## src/hdl/rts_defs.svh

```systemverilog
`ifndef RTS_DEFS_SVH
`define RTS_DEFS_SVH

// Clock and start-up timing.
`define CLK_PERIOD_NS 8
`define POWERUP_DELAY_TIMER_TIME_MS 72
`define OST_CYCLES 1024
`define POWERUP_DELAY_TIMER_CNT_W 24
`define OST_CNT_W 11

// Register offsets on the plain register port.
`define ADDR_W 4
`define OFS_POWER_STATUS 4'h0
`define OFS_CONFIG 4'h1
`define OFS_SEQ_STATUS 4'h2

// Power status field positions.
`define PS_LOW_SUPPLY_BIT 0
`define PS_POWERON_BIT 1
`define PS_PARITY_BIT 2
`define PS_PARITY_EN_BIT 7
`define PS_SW_MASK 8'h07

// Configuration word layout and reset value.
`define CFG_WORD_ADDR 14'h2007
`define CFG_PARITY_EN_BIT 7
`define CFG_LOW_SUPPLY_EN_BIT 6
`define CFG_POWERUP_DELAY_TIMER_EN_BIT 3
`define CFG_OSC_LSB 0
`define CFG_RESET 8'hC9

// Program word width.
`define WORD_W 14

`endif

```

## src/hdl/rts_pkg.sv

```systemverilog
package rts_pkg;

  // Sequencer states, one-hot.
  typedef enum logic [4:0] {
    ST_POR  = 5'h01,
    ST_BOR  = 5'h02,
    ST_POWERUP_DELAY_TIMER = 5'h04,
    ST_OST  = 5'h08,
    ST_RUN  = 5'h10
  } seq_state_e;

  // Oscillator modes held in the configuration word.
  typedef enum logic [1:0] {
    crystal_lowpower_mode = 2'h0,
    crystal_std_mode      = 2'h1,
    crystal_fast_mode     = 2'h2,
    rc_osc_mode           = 2'h3
  } osc_mode_e;

endpackage

```

## src/hdl/delay_counter.sv

```systemverilog
module delay_counter #(
  parameter int W = 8
) (
  input wire logic ref_clk_i,
  input wire logic nrst_i,
  input wire logic restart_i,
  input wire logic advance_i,
  input wire logic [W-1:0] limit_i,
  output logic done_o
);

  logic [W-1:0] cnt_r;

  // Restart wins over advance so a re-entered delay always counts in full.
  always_ff @(posedge ref_clk_i or negedge nrst_i) begin
    if (!nrst_i) begin
      cnt_r <= '0;
    end else if (restart_i) begin
      cnt_r <= '0;
    end else if (advance_i && cnt_r != limit_i) begin
      cnt_r <= cnt_r + W'(1);
    end
  end

  // The count saturates at the limit, so done stays up until a restart.
  assign done_o = (cnt_r == limit_i);

endmodule

```

## src/hdl/parity_check.sv

```systemverilog
`include "rts_defs.svh"

module parity_check (
  input wire logic [`WORD_W-1:0] word_i,
  input wire logic par_even_i,
  input wire logic par_odd_i,
  output logic error_o
);

  logic [`WORD_W/2-1:0] even_bits;
  logic [`WORD_W/2-1:0] odd_bits;

  // Split the word into alternating bit positions.
  for (genvar i = 0; i < `WORD_W / 2; i++) begin : g_split
    assign even_bits[i] = word_i[2*i];
    assign odd_bits[i] = word_i[2*i+1];
  end

  // Even bit folds in directly, the odd bit is negated first.
  assign error_o = (^even_bits ^ par_even_i) | (^odd_bits ^ ~par_odd_i);

endmodule

```

## src/hdl/reset_timeout_sequencer.sv

```systemverilog
// Our own choices: the register addresses and the strobed register port.
`include "rts_defs.svh"

module reset_timeout_sequencer
  import rts_pkg::*;
#(
  parameter int RC_TICK_NS = 8,
  parameter int POWERUP_DELAY_TIMER_TICKS = (`POWERUP_DELAY_TIMER_TIME_MS * 1000000) / RC_TICK_NS
) (
  input wire logic ref_clk_i,
  input wire logic nrst_i,
  input wire logic por_pulse_i,
  input wire logic low_supply_i,
  input wire logic external_reset_pin_n_i,
  input wire logic osc_input_pin_i,
  input wire logic rc_tick_i,
  input wire logic sleeping_i,
  input wire logic watchdog_reset_i,
  input wire logic watchdog_wake_i,
  input wire logic irq_wake_i,
  input wire logic fetch_valid_i,
  input wire logic [`WORD_W-1:0] fetch_word_i,
  input wire logic fetch_par_even_i,
  input wire logic fetch_par_odd_i,
  input wire logic [`ADDR_W-1:0] addr_i,
  input wire logic [7:0] wr_data_i,
  input wire logic wr_i,
  input wire logic rd_i,
  output logic [7:0] rd_data_o,
  output logic core_reset_o,
  output logic core_stall_o,
  output logic timeout_flag_o,
  output logic powerdown_flag_o
);

  localparam logic [`POWERUP_DELAY_TIMER_CNT_W-1:0] POWERUP_DELAY_TIMER_LIMIT =
    `POWERUP_DELAY_TIMER_CNT_W'(POWERUP_DELAY_TIMER_TICKS - 1);
  localparam logic [`OST_CNT_W-1:0] OST_LIMIT =
    `OST_CNT_W'(`OST_CYCLES);

  seq_state_e state_r;
  seq_state_e state_nxt;
  logic [7:0] cfg_r;
  logic [2:0] ps_r;
  logic por_seq_r;
  logic wake_seq_r;
  logic osc_q_r;
  logic osc_edge;
  logic powerup_delay_timer_done;
  logic ost_done;
  logic powerup_delay_timer_restart;
  logic ost_restart;
  logic par_err;
  logic par_hit;
  logic bor_en;
  logic powerup_delay_timer_en;
  logic par_en;
  logic crystal;
  logic wake_evt;
  logic hold_nxt;

  // Configuration word fields and the combined wake event.
  assign bor_en = cfg_r[`CFG_LOW_SUPPLY_EN_BIT];
  assign powerup_delay_timer_en = cfg_r[`CFG_POWERUP_DELAY_TIMER_EN_BIT];
  assign par_en = cfg_r[`CFG_PARITY_EN_BIT];
  assign crystal = (cfg_r[`CFG_OSC_LSB +: 2] != rc_osc_mode);
  assign wake_evt = watchdog_wake_i | irq_wake_i;

  // Oscillator edges drive the settle count; the pin is already in the
  // core clock domain, so one stage for the edge detector is enough.
  always_ff @(posedge ref_clk_i or negedge nrst_i) begin
    if (!nrst_i) begin
      osc_q_r <= 1'b0;
    end else begin
      osc_q_r <= osc_input_pin_i;
    end
  end
  assign osc_edge = osc_input_pin_i & ~osc_q_r;

  // Counters restart whenever their state is entered afresh.
  assign powerup_delay_timer_restart = (state_nxt == ST_POWERUP_DELAY_TIMER) && (state_r != ST_POWERUP_DELAY_TIMER);
  assign ost_restart = (state_nxt == ST_OST) && (state_r != ST_OST);

  // Power-up delay advances on the internal RC tick only.
  delay_counter #(
    .W(`POWERUP_DELAY_TIMER_CNT_W)
  ) u_powerup_delay_timer (
    .ref_clk_i(ref_clk_i),
    .nrst_i(nrst_i),
    .restart_i(powerup_delay_timer_restart),
    .advance_i(rc_tick_i && state_r == ST_POWERUP_DELAY_TIMER),
    .limit_i(POWERUP_DELAY_TIMER_LIMIT),
    .done_o(powerup_delay_timer_done)
  );

  // Settle timer counts oscillator rising edges.
  delay_counter #(
    .W(`OST_CNT_W)
  ) u_osc_settle_timer (
    .ref_clk_i(ref_clk_i),
    .nrst_i(nrst_i),
    .restart_i(ost_restart),
    .advance_i(osc_edge && state_r == ST_OST),
    .limit_i(OST_LIMIT),
    .done_o(ost_done)
  );

  // Parity of each executed word, gated by the configuration bit.
  parity_check u_parity_check (
    .word_i(fetch_word_i),
    .par_even_i(fetch_par_even_i),
    .par_odd_i(fetch_par_odd_i),
    .error_o(par_err)
  );
  assign par_hit = fetch_valid_i & par_en & par_err;

  // Next state: power-on beats low supply, which beats everything else.
  always_comb begin
    state_nxt = state_r;
    if (por_pulse_i) begin
      state_nxt = ST_POR;
    end else if (bor_en && low_supply_i) begin
      state_nxt = ST_BOR;
    end else begin
      case (state_r)
        ST_POR: begin
          if (powerup_delay_timer_en) begin
            state_nxt = ST_POWERUP_DELAY_TIMER;
          end else if (crystal) begin
            state_nxt = ST_OST;
          end else begin
            state_nxt = ST_RUN;
          end
        end
        ST_BOR: begin
          state_nxt = ST_POWERUP_DELAY_TIMER;
        end
        ST_POWERUP_DELAY_TIMER: begin
          if (powerup_delay_timer_done) begin
            state_nxt = (crystal && por_seq_r) ? ST_OST : ST_RUN;
          end
        end
        ST_OST: begin
          if (ost_done) begin
            state_nxt = ST_RUN;
          end
        end
        ST_RUN: begin
          if (sleeping_i && wake_evt && crystal) begin
            state_nxt = ST_OST;
          end
        end
        default: begin
          state_nxt = ST_POR;
        end
      endcase
    end
  end

  // Sequencer state register.
  always_ff @(posedge ref_clk_i or negedge nrst_i) begin
    if (!nrst_i) begin
      state_r <= ST_POR;
    end else begin
      state_r <= state_nxt;
    end
  end

  // Remember why the sequence started; the settle count is only due
  // after power-on or a wake from sleep.
  always_ff @(posedge ref_clk_i or negedge nrst_i) begin
    if (!nrst_i) begin
      por_seq_r <= 1'b1;
      wake_seq_r <= 1'b0;
    end else if (state_nxt == ST_POR) begin
      por_seq_r <= 1'b1;
      wake_seq_r <= 1'b0;
    end else if (state_nxt == ST_BOR) begin
      por_seq_r <= 1'b0;
      wake_seq_r <= 1'b0;
    end else if (state_r == ST_RUN && state_nxt == ST_OST) begin
      por_seq_r <= 1'b0;
      wake_seq_r <= 1'b1;
    end else if (state_nxt == ST_RUN) begin
      wake_seq_r <= 1'b0;
    end
  end

  // The start-up delays run whatever the pin does; the pin only adds to
  // the hold, so a late release starts the core in the next cycle.
  assign hold_nxt = (state_nxt == ST_POR) || (state_nxt == ST_BOR) ||
                    (state_nxt == ST_POWERUP_DELAY_TIMER) ||
                    (state_nxt == ST_OST && !wake_seq_r &&
                     !(state_r == ST_RUN)) ||
                    !external_reset_pin_n_i || par_hit;

  // Outputs to the core are registered.
  always_ff @(posedge ref_clk_i or negedge nrst_i) begin
    if (!nrst_i) begin
      core_reset_o <= 1'b1;
      core_stall_o <= 1'b0;
    end else begin
      core_reset_o <= hold_nxt;
      core_stall_o <= (state_nxt == ST_OST) && !hold_nxt;
    end
  end

  // Configuration word, writable so software can steer the sequencer.
  always_ff @(posedge ref_clk_i or negedge nrst_i) begin
    if (!nrst_i) begin
      cfg_r <= `CFG_RESET;
    end else if (wr_i && addr_i == `OFS_CONFIG) begin
      cfg_r <= wr_data_i;
    end
  end

  // Power status flags. A hardware clear or set in the same cycle as a
  // software write takes priority, so no reset cause is ever lost.
  always_ff @(posedge ref_clk_i or negedge nrst_i) begin
    if (!nrst_i) begin
      ps_r <= 3'h4;
    end else begin
      if (wr_i && addr_i == `OFS_POWER_STATUS) begin
        ps_r <= wr_data_i[2:0];
      end
      if (por_pulse_i) begin
        ps_r[`PS_POWERON_BIT] <= 1'b0;
        ps_r[`PS_PARITY_BIT] <= 1'b1;
      end else begin
        if (bor_en && low_supply_i) begin
          ps_r[`PS_LOW_SUPPLY_BIT] <= 1'b0;
        end
        if (par_hit) begin
          ps_r[`PS_PARITY_BIT] <= 1'b0;
        end
      end
    end
  end

  // Time-out and power-down flags record power-on, watchdog and wake events; low-supply, parity and awake pin resets leave them.
  always_ff @(posedge ref_clk_i or negedge nrst_i) begin
    if (!nrst_i) begin
      timeout_flag_o <= 1'b1;
      powerdown_flag_o <= 1'b1;
    end else if (por_pulse_i) begin
      timeout_flag_o <= 1'b1;
      powerdown_flag_o <= 1'b1;
    end else if (watchdog_reset_i) begin
      timeout_flag_o <= 1'b0;
      powerdown_flag_o <= 1'b1;
    end else if (watchdog_wake_i) begin
      timeout_flag_o <= 1'b0;
      powerdown_flag_o <= 1'b0;
    end else if (irq_wake_i ||
                 (sleeping_i && !external_reset_pin_n_i)) begin
      timeout_flag_o <= 1'b1;
      powerdown_flag_o <= 1'b0;
    end
  end

  // Read data stand in the cycle after the strobe; unmapped reads give 0.
  always_ff @(posedge ref_clk_i or negedge nrst_i) begin
    if (!nrst_i) begin
      rd_data_o <= 8'h00;
    end else if (rd_i) begin
      if (addr_i == `OFS_POWER_STATUS) begin
        rd_data_o <= {par_en, 4'h0, ps_r};
      end else if (addr_i == `OFS_CONFIG) begin
        rd_data_o <= cfg_r;
      end else if (addr_i == `OFS_SEQ_STATUS) begin
        rd_data_o <= {1'b0, powerdown_flag_o, timeout_flag_o, state_r};
      end else begin
        rd_data_o <= 8'h00;
      end
    end
  end

  logic [`OST_CNT_W:0] ost_seen_r;
  always_ff @(posedge ref_clk_i or negedge nrst_i) begin
    if (!nrst_i) begin
      ost_seen_r <= '0;
    end else if (ost_restart) begin
      ost_seen_r <= '0;
    end else if (state_r == ST_OST && osc_edge) begin
      ost_seen_r <= ost_seen_r + (`OST_CNT_W+1)'(1);
    end
  end
endmodule

```

## config.mk

```make
export PLATFORM = sky130hd
export DESIGN_NAME = reset_timeout_sequencer
export DESIGN_NICKNAME = d
export VERILOG_FILES = /design/src/hdl/rts_pkg.sv /design/src/hdl/delay_counter.sv /design/src/hdl/parity_check.sv /design/src/hdl/reset_timeout_sequencer.sv
export VERILOG_INCLUDE_DIRS = /design/src /design/src/hdl
export SDC_FILE = /design/constraint.sdc
export NUM_CORES = 1
export LEC_CHECK = 0
export ABC_AREA = 0
export BUFFER_PORTS_ARGS = -buffer_cell sky130_fd_sc_hd__buf_4
export CAP_MARGIN = 20
export CELL_PAD_IN_SITES_DETAIL_PLACEMENT = 0
export CELL_PAD_IN_SITES_GLOBAL_PLACEMENT = 1
export CORE_ASPECT_RATIO = 0.5
export CORE_UTILIZATION = 25
export DETAILED_ROUTE_END_ITERATION = 10
export PLACE_DENSITY = 0.57
export SLEW_MARGIN = 20
export SYNTH_ARGS = -nofsm -noshare
export SYNTH_HDL_FRONTEND = slang
export SYNTH_SLANG_ARGS = --single-unit
```

## constraint.sdc

```tcl
create_clock -name ref_clk_i -period 2.6 [get_ports ref_clk_i]
set_input_delay 0.13 -clock ref_clk_i [delete_from_list [all_inputs] [get_ports ref_clk_i]]
set_output_delay 0.13 -clock ref_clk_i [all_outputs]
set_load 0.05 [all_outputs]
```

## Word-level counts from Yosys, hierarchy flattened

Cells that the tools add are included.

- $lt $le $gt $ge: 0
- Equality and inequality tests: 19
- Bitwise logic cells: 9
- Muxes and demuxes: 37
- Reductions and logical operators: 37
- $add $sub $neg: 2
- Multipliers: 0
- Shift operators: 0
- Div/mod/pow operators: 0

Operators by type and width:

| operator | number |
|---|---|
| 24-bit 2-to-1 mux | 2 |
| 5-bit 2-to-1 mux | 8 |
| 5-bit one-hot mux with 5 select lines | 1 |
| 24-bit by 1-bit adder with 24-bit output, second input constant | 1 |
| 24-bit equality test, second input constant | 1 |
| 24-bit != test, second input constant | 1 |
| 11-bit 2-to-1 mux | 2 |
| 1-bit 2-to-1 mux | 20 |
| 1-bit logical AND | 17 |
| 8-bit 2-to-1 mux | 2 |
| 7-bit XOR reduction | 2 |
| 11-bit by 1-bit adder with 11-bit output, second input constant | 1 |
| 11-bit equality test, second input constant | 1 |
| 11-bit != test, second input constant | 1 |
| 5-bit by 1-bit equality test with 1-bit output, second input constant | 2 |
| 5-bit by 2-bit equality test with 1-bit output, second input constant | 2 |
| 5-bit by 3-bit equality test with 1-bit output, second input constant | 2 |
| 5-bit by 4-bit equality test with 1-bit output, second input constant | 2 |
| 5-bit equality test, second input constant | 2 |
| 4-bit nonzero test | 2 |
| 7-bit 2-to-1 mux | 1 |
| 1-bit logical OR | 6 |
| 2-bit nonzero test | 3 |
| 3-bit nonzero test | 2 |
| other kinds (12) | 20 |

- Memories kept: 0
- Output and inout port bits: 12
- Latch bits: 0
- RAM bits: 0
- Memory bits (read-only): 0
- Flip-flop bits (word level): 66
- Logic and storage cells: 119
- Input port bits: 42

## Longest topological paths before layout

- Word-level depth: 15
- Mapped depth: 9

## By module

From an unflattened synthesis, not the netlist that was laid out.

- Cell total of the unflattened synthesis: 418
- Area, all modules: 4022.6 µm²

Modules (own cells, without submodules):

| module | times used | cells each | area an instance (µm²) |
|---|---|---|---|
| delay_counter at u_powerup_delay_timer | 1 | 174 | 1640.3 |
| reset_timeout_sequencer | 1 | 154 | 1535.2 |
| delay_counter at u_osc_settle_timer | 1 | 75 | 720.7 |
| parity_check | 1 | 15 | 126.4 |

## Worst setup path before layout

Ideal clock, no wire load.

- Path type: register to register
- From: reg u_osc_settle_timer.cnt_r[0]
- To: reg wake_seq_r
- Arrival time: 2.002 ns
- Setup slack: 0.476 ns
- Path buffers: 0
- Data required time: 2.478 ns
- Cell stages (with the launch flop): 9
- Setup time: 0.122 ns
- Period minus slack after synthesis: 2.124 ns
- Cells stage by stage: dfrtp_1 inv_1 ha_1 or4b_4 nor4_4 nor2_1 o31ai_2 inv_1 a32o_1

- Longest elaborated chain between the ends: 10
- Elaborated cells on any way between the ends: 14
- Classes of those cells: eq/ne (5); mux (7); reduce/logical (2)

Ends and longest elaborated chain:

| element | line | text |
|---|---|---|
| start, declared | delay_counter.sv:12 | `logic [W-1:0] cnt_r;` |
| start signal, assigned | delay_counter.sv:21 | `cnt_r <= cnt_r + W'(1);` |
| 11-bit equality test * | delay_counter.sv:26 | `assign done_o = (cnt_r == limit_i);` |
| 5-bit 2-to-1 mux * | reset_timeout_sequencer.sv:144 | `if (ost_done) begin` |
| 5-bit one-hot mux with 5 select lines * | reset_timeout_sequencer.sv:125 | `case (state_r)` |
| 5-bit 2-to-1 mux * | reset_timeout_sequencer.sv:122 | `end else if (bor_en && low_supply_i) begin` |
| 5-bit 2-to-1 mux * | reset_timeout_sequencer.sv:120 | `if (por_pulse_i) begin` |
| named net state_nxt[3] | reset_timeout_sequencer.sv:42 | `seq_state_e state_nxt;` |
| 5-bit by 4-bit equality test with 1-bit output | reset_timeout_sequencer.sv:181 | `end else if (state_r == ST_RUN && state_nxt == ST_OST) begin` |
| 1-bit logical AND | reset_timeout_sequencer.sv:181 |  |
| 1-bit 2-to-1 mux | reset_timeout_sequencer.sv:181 |  |
| 1-bit 2-to-1 mux | reset_timeout_sequencer.sv:178 | `end else if (state_nxt == ST_BOR) begin` |
| 1-bit 2-to-1 mux | reset_timeout_sequencer.sv:175 | `end else if (state_nxt == ST_POR) begin` |
| end signal, assigned | reset_timeout_sequencer.sv:177 | `wake_seq_r <= 1'b0;` |
| end signal, assigned | reset_timeout_sequencer.sv:180 | `wake_seq_r <= 1'b0;` |
| end signal, assigned | reset_timeout_sequencer.sv:183 | `wake_seq_r <= 1'b1;` |
| end, declared | reset_timeout_sequencer.sv:46 | `logic wake_seq_r;` |

Mark *: on every way through the listed nets, which the timed path passes. The rest lies on a longest branch.
A chain may end at the register's enable or synchronous reset.

## Worst setup path in the final report

Ends and elaborated chain as after synthesis.

==> impl_metrics.yaml <==
timing:
  final.min_clock_period_ns: 2.285
  totalNegativeSetupSlack_ns: 0
  layout_worst_path_cycle_share: 0.8790
  max_clock_freq_ghz: 0.4375
  finalSetupViolations: 0
  tightestPinTransition_ns: 0.9646
  largest_clock_skew_in_the_final_design_ns: 0.007383
  rsz0062_at_grt: "no"
  timing.slew.headroom: 0.3487
  finalMaxSlewViolations: 0
  timing_hold_violations_final: 0
global_route:
  antenna_found_initial: 0
  grt_overflow_total: 0
  groute.usage.overall: 0.1240
  first_global_vias: 2815
  grt_first_pass_wirelength_microns: 14290
  grt_start_max_net_pins: 67
setup_path:
  r2r_end: "wake_seq_r"
  cp-startpoint: "u_osc_settle_timer.cnt_r[0]"
  critical_path.reg2reg.startpoint: "u_osc_settle_timer.cnt_r[0]"
  timing_worst_setup_path_type: "register to register"
  critical_path.startpoint_type: "register"
  setup.worst_path.end: "wake_seq_r"
  timing.critical_path.arrival_ns: 2.50
  rr_worst_depth: 8
  reg2reg_setup_slack_ns: 0.31
  critical_path.max_fanout: 4
  critPathCaptureType: "register"
  required_ns: 2.82
logic_synthesis:
  number_of_instances_in_the_synthesized_netlist: 358
  synth.lib_cells_used.distinct: 55
  synth.top_cell.area_share: 0.3956
  synth.cells.most_frequent: "sky130_fd_sc_hd__nor2_1 (59), sky130_fd_sc_hd__dfrtp_1 (56), sky130_fd_sc_hd__xnor2_1 (35)"
  ys_seq_elements: 66
  yosysMostFrequentCell: "sky130_fd_sc_hd__nor2_1"
  post_synth.cell_area_avg_sq_um: 9.894
  synthArstFlopShare: 1.000
  synth_seq_area_share: 0.4698
  synth_edf_count: 0
  synth_area_sq_um: 3542
  synth_ff_type: "sky130_fd_sc_hd__dfrtp_1"
  synth_top_cells_by_area: "sky130_fd_sc_hd__dfrtp_1 (40%), sky130_fd_sc_hd__xnor2_1 (8.7%), sky130_fd_sc_hd__dfstp_2 (7.4%)"
  synth_fp_nets: 403
  netlist.top_cell.by_area: "sky130_fd_sc_hd__dfrtp_1"
  ys_warn_count: 0
pwr:
  power.share.clock: 0.445
  power.net_switching_w: 0.0008463
  power.density_cell_area_nw_per_um2: 701.5
  power.leakage_nw: 1.989
  cell_internal_pwr_w: 0.002379
  power.sequential.fraction: 0.385
  p_sw_frac: 0.2624
  p_total_w: 0.003226
  share_of_total_power_in_combinational_logic: 0.170
  max-vdd-ir-drop_mv: 0.3327
clock_tree:
  worst_skew_pair_later_pin_latency_ns: 0.33
  cts_buffer_depth: 2
  cts_max_level: 3
  clk_pin_slew_worst_paths_ns: 0.06
  tritoncts: "built"
  post_cts_resized: 0
  ctsRootBufferMaster: "sky130_fd_sc_hd__clkbuf_16"
  cts_inserted_buffers: 9
  numClockSinks: 66
status:
  outcome: "completed"
floorplan:
  die_footprint_sq_um: 14680
  initial_utilization: 0.2585
  rows: 30
  die_y_microns: 86.17
  boundaryPins: 54
  fp.dieW_microns: 170.3
  fp.coreArea_sq_um: 13700
finish:
  fill_cells: 1424
  syn_to_final_growth_pct: 29.81
  fin_util: 0.3356
  layout.area.seq_sq_um: 1664
  drive_gt1_frac: 0.2477
  antenna_cells: 0
  combined_area_of_the_multi_input_logic_cells_sq_um: 1769
  finish.net_count: 472
place:
  final_replace_weighted_congestion: 0.7313
  port_buffers: 53
  dp_hpwl_microns: 6040
drt:
  vias: 2773
  drt_iter0_drcs: 116
  route.antenna.remaining_nets: 0
  wire_per_inst_microns: 13.36
  drt_pass1_iterations: 4
  wl_microns: 8339
  drc_errors: 0
  vias_per_cell: 4.444
min_path:
  worst_min_path_class: "input port to register"
job:
  timing.max_cap.violations: 0
[layout make-up]
cell class              count  area share
repair buffers             65      0.1088
clock buffers              11     0.05497
multi-input cells         266      0.3848
clock inverters             5     0.02177
flip-flops and latches     66      0.3619
inverters                  19     0.01551
well taps                 192     0.05224
[layout by cell type, fill, tap and decap left out, drive strengths merged, types with 4 or more instances in the layout]
cell         instances
nor2                61
buf                 60
dfrtp               56
xnor2               35
inv                 19
nand2               14
nand4               14
nand3               13
xor2                12
clkbuf              11
a21oi               10
dfstp               10
nor3                 9
and3                 8
mux2                 8
mux2i                7
o22ai                7
nor4                 7
o21ai                5
dlygate4sd3          5
nor4b                5
a22oi                4
and2                 4
[logic make-up after synthesis]
logic type,synth area share
XOR/XNOR,0.1162
flip-flops,0.4698
AND/OR/NAND/NOR,0.2455
multiplexers,0.04522
buffers and inverters,0.03073
AO/OA/AOI/OAI,0.08195
adder cells (fa/ha/maj),0.01060
[registers in the layout, summed over array words and instances (netlist names)]
name and flops:
core_stall_o 1, u_powerup_delay_timer.cnt_r 24, cfg_r 8, ps_r 3, core_reset_o 1, wake_seq_r 1, powerdown_flag_o 1, osc_q_r 1
u_osc_settle_timer.cnt_r 11, por_seq_r 1, rd_data_o 8, state_r 5, timeout_flag_o 1
[metal layers]
metal / global-route usage / vias to the layer above / share of wire
met5: 0 / - / 0
met4: 0.03194 / 0 / 0.0068
met3: 0.03196 / 7 / 0.037
met2: 0.1915 / 55 / 0.43
met1: 0.1725 / 1312 / 0.53
li1: - / 1399 / -
[what timing repair did]
item,CTS,global route
hold buffers,5,0
setup buffers,0,0
hold endpoints to repair,60,0
setup endpoints to repair,0,0
[worst min-delay path by stage]
stage	startpoint	endpoint	slack [ns]	cells past startpoint
4_1_cts	wr_data_i[7]	cfg_r[7]	0.02	2
3_3_place_gp	osc_input_pin_i	osc_q_r	0.25	1
3_5_place_dp	osc_input_pin_i	osc_q_r	0.26	1
6_report	wr_data_i[7]	cfg_r[7]	0.03	2
2_1_floorplan	nrst_i	cfg_r[1]	-0.17	0
5_1_grt	wr_data_i[7]	cfg_r[7]	0.02	2
[per-stage QoR]
stage	hold slack, ns	setup slack, ns	instance area [sq um]	cells
3_5_place_dp	0.2567	0.2910	4195	603
5_1_grt	0.02249	0.001525	4598	624
4_1_cts	0.02500	0.2649	4598	624
3_3_place_gp	0.2548	0.2631	4195	603
2_1_floorplan	-0.1656	0.4762	3542	358
6_report	0.03162	0.3145	4598	624
[worst max-delay path, cell delays in order, from the launching register on]
cell and delay [ns]:
sky130_fd_sc_hd__dfrtp_1 0.40, sky130_fd_sc_hd__inv_1 0.08, sky130_fd_sc_hd__ha_1 0.14, sky130_fd_sc_hd__or4b_4 0.46, sky130_fd_sc_hd__nor4_4 0.29, sky130_fd_sc_hd__nor2_1 0.09, sky130_fd_sc_hd__o31ai_2 0.35, sky130_fd_sc_hd__inv_1 0.14
sky130_fd_sc_hd__a32o_1 0.22
[power groups by stage]
stage / Sequential (W) / Combinational, W / Clock [W]
2_1_floorplan: 0.00126 / 0.000340 / 0
3_3_place_gp: 0.00126 / 0.000550 / 0
3_5_place_dp: 0.00126 / 0.000547 / 0
4_1_cts: 0.00124 / 0.000556 / 0.00147
5_1_grt: 0.00126 / 0.000618 / 0.00151
6_report: 0.00124 / 0.000547 / 0.00144
Note: power is estimated with default switching activity, not from simulation.
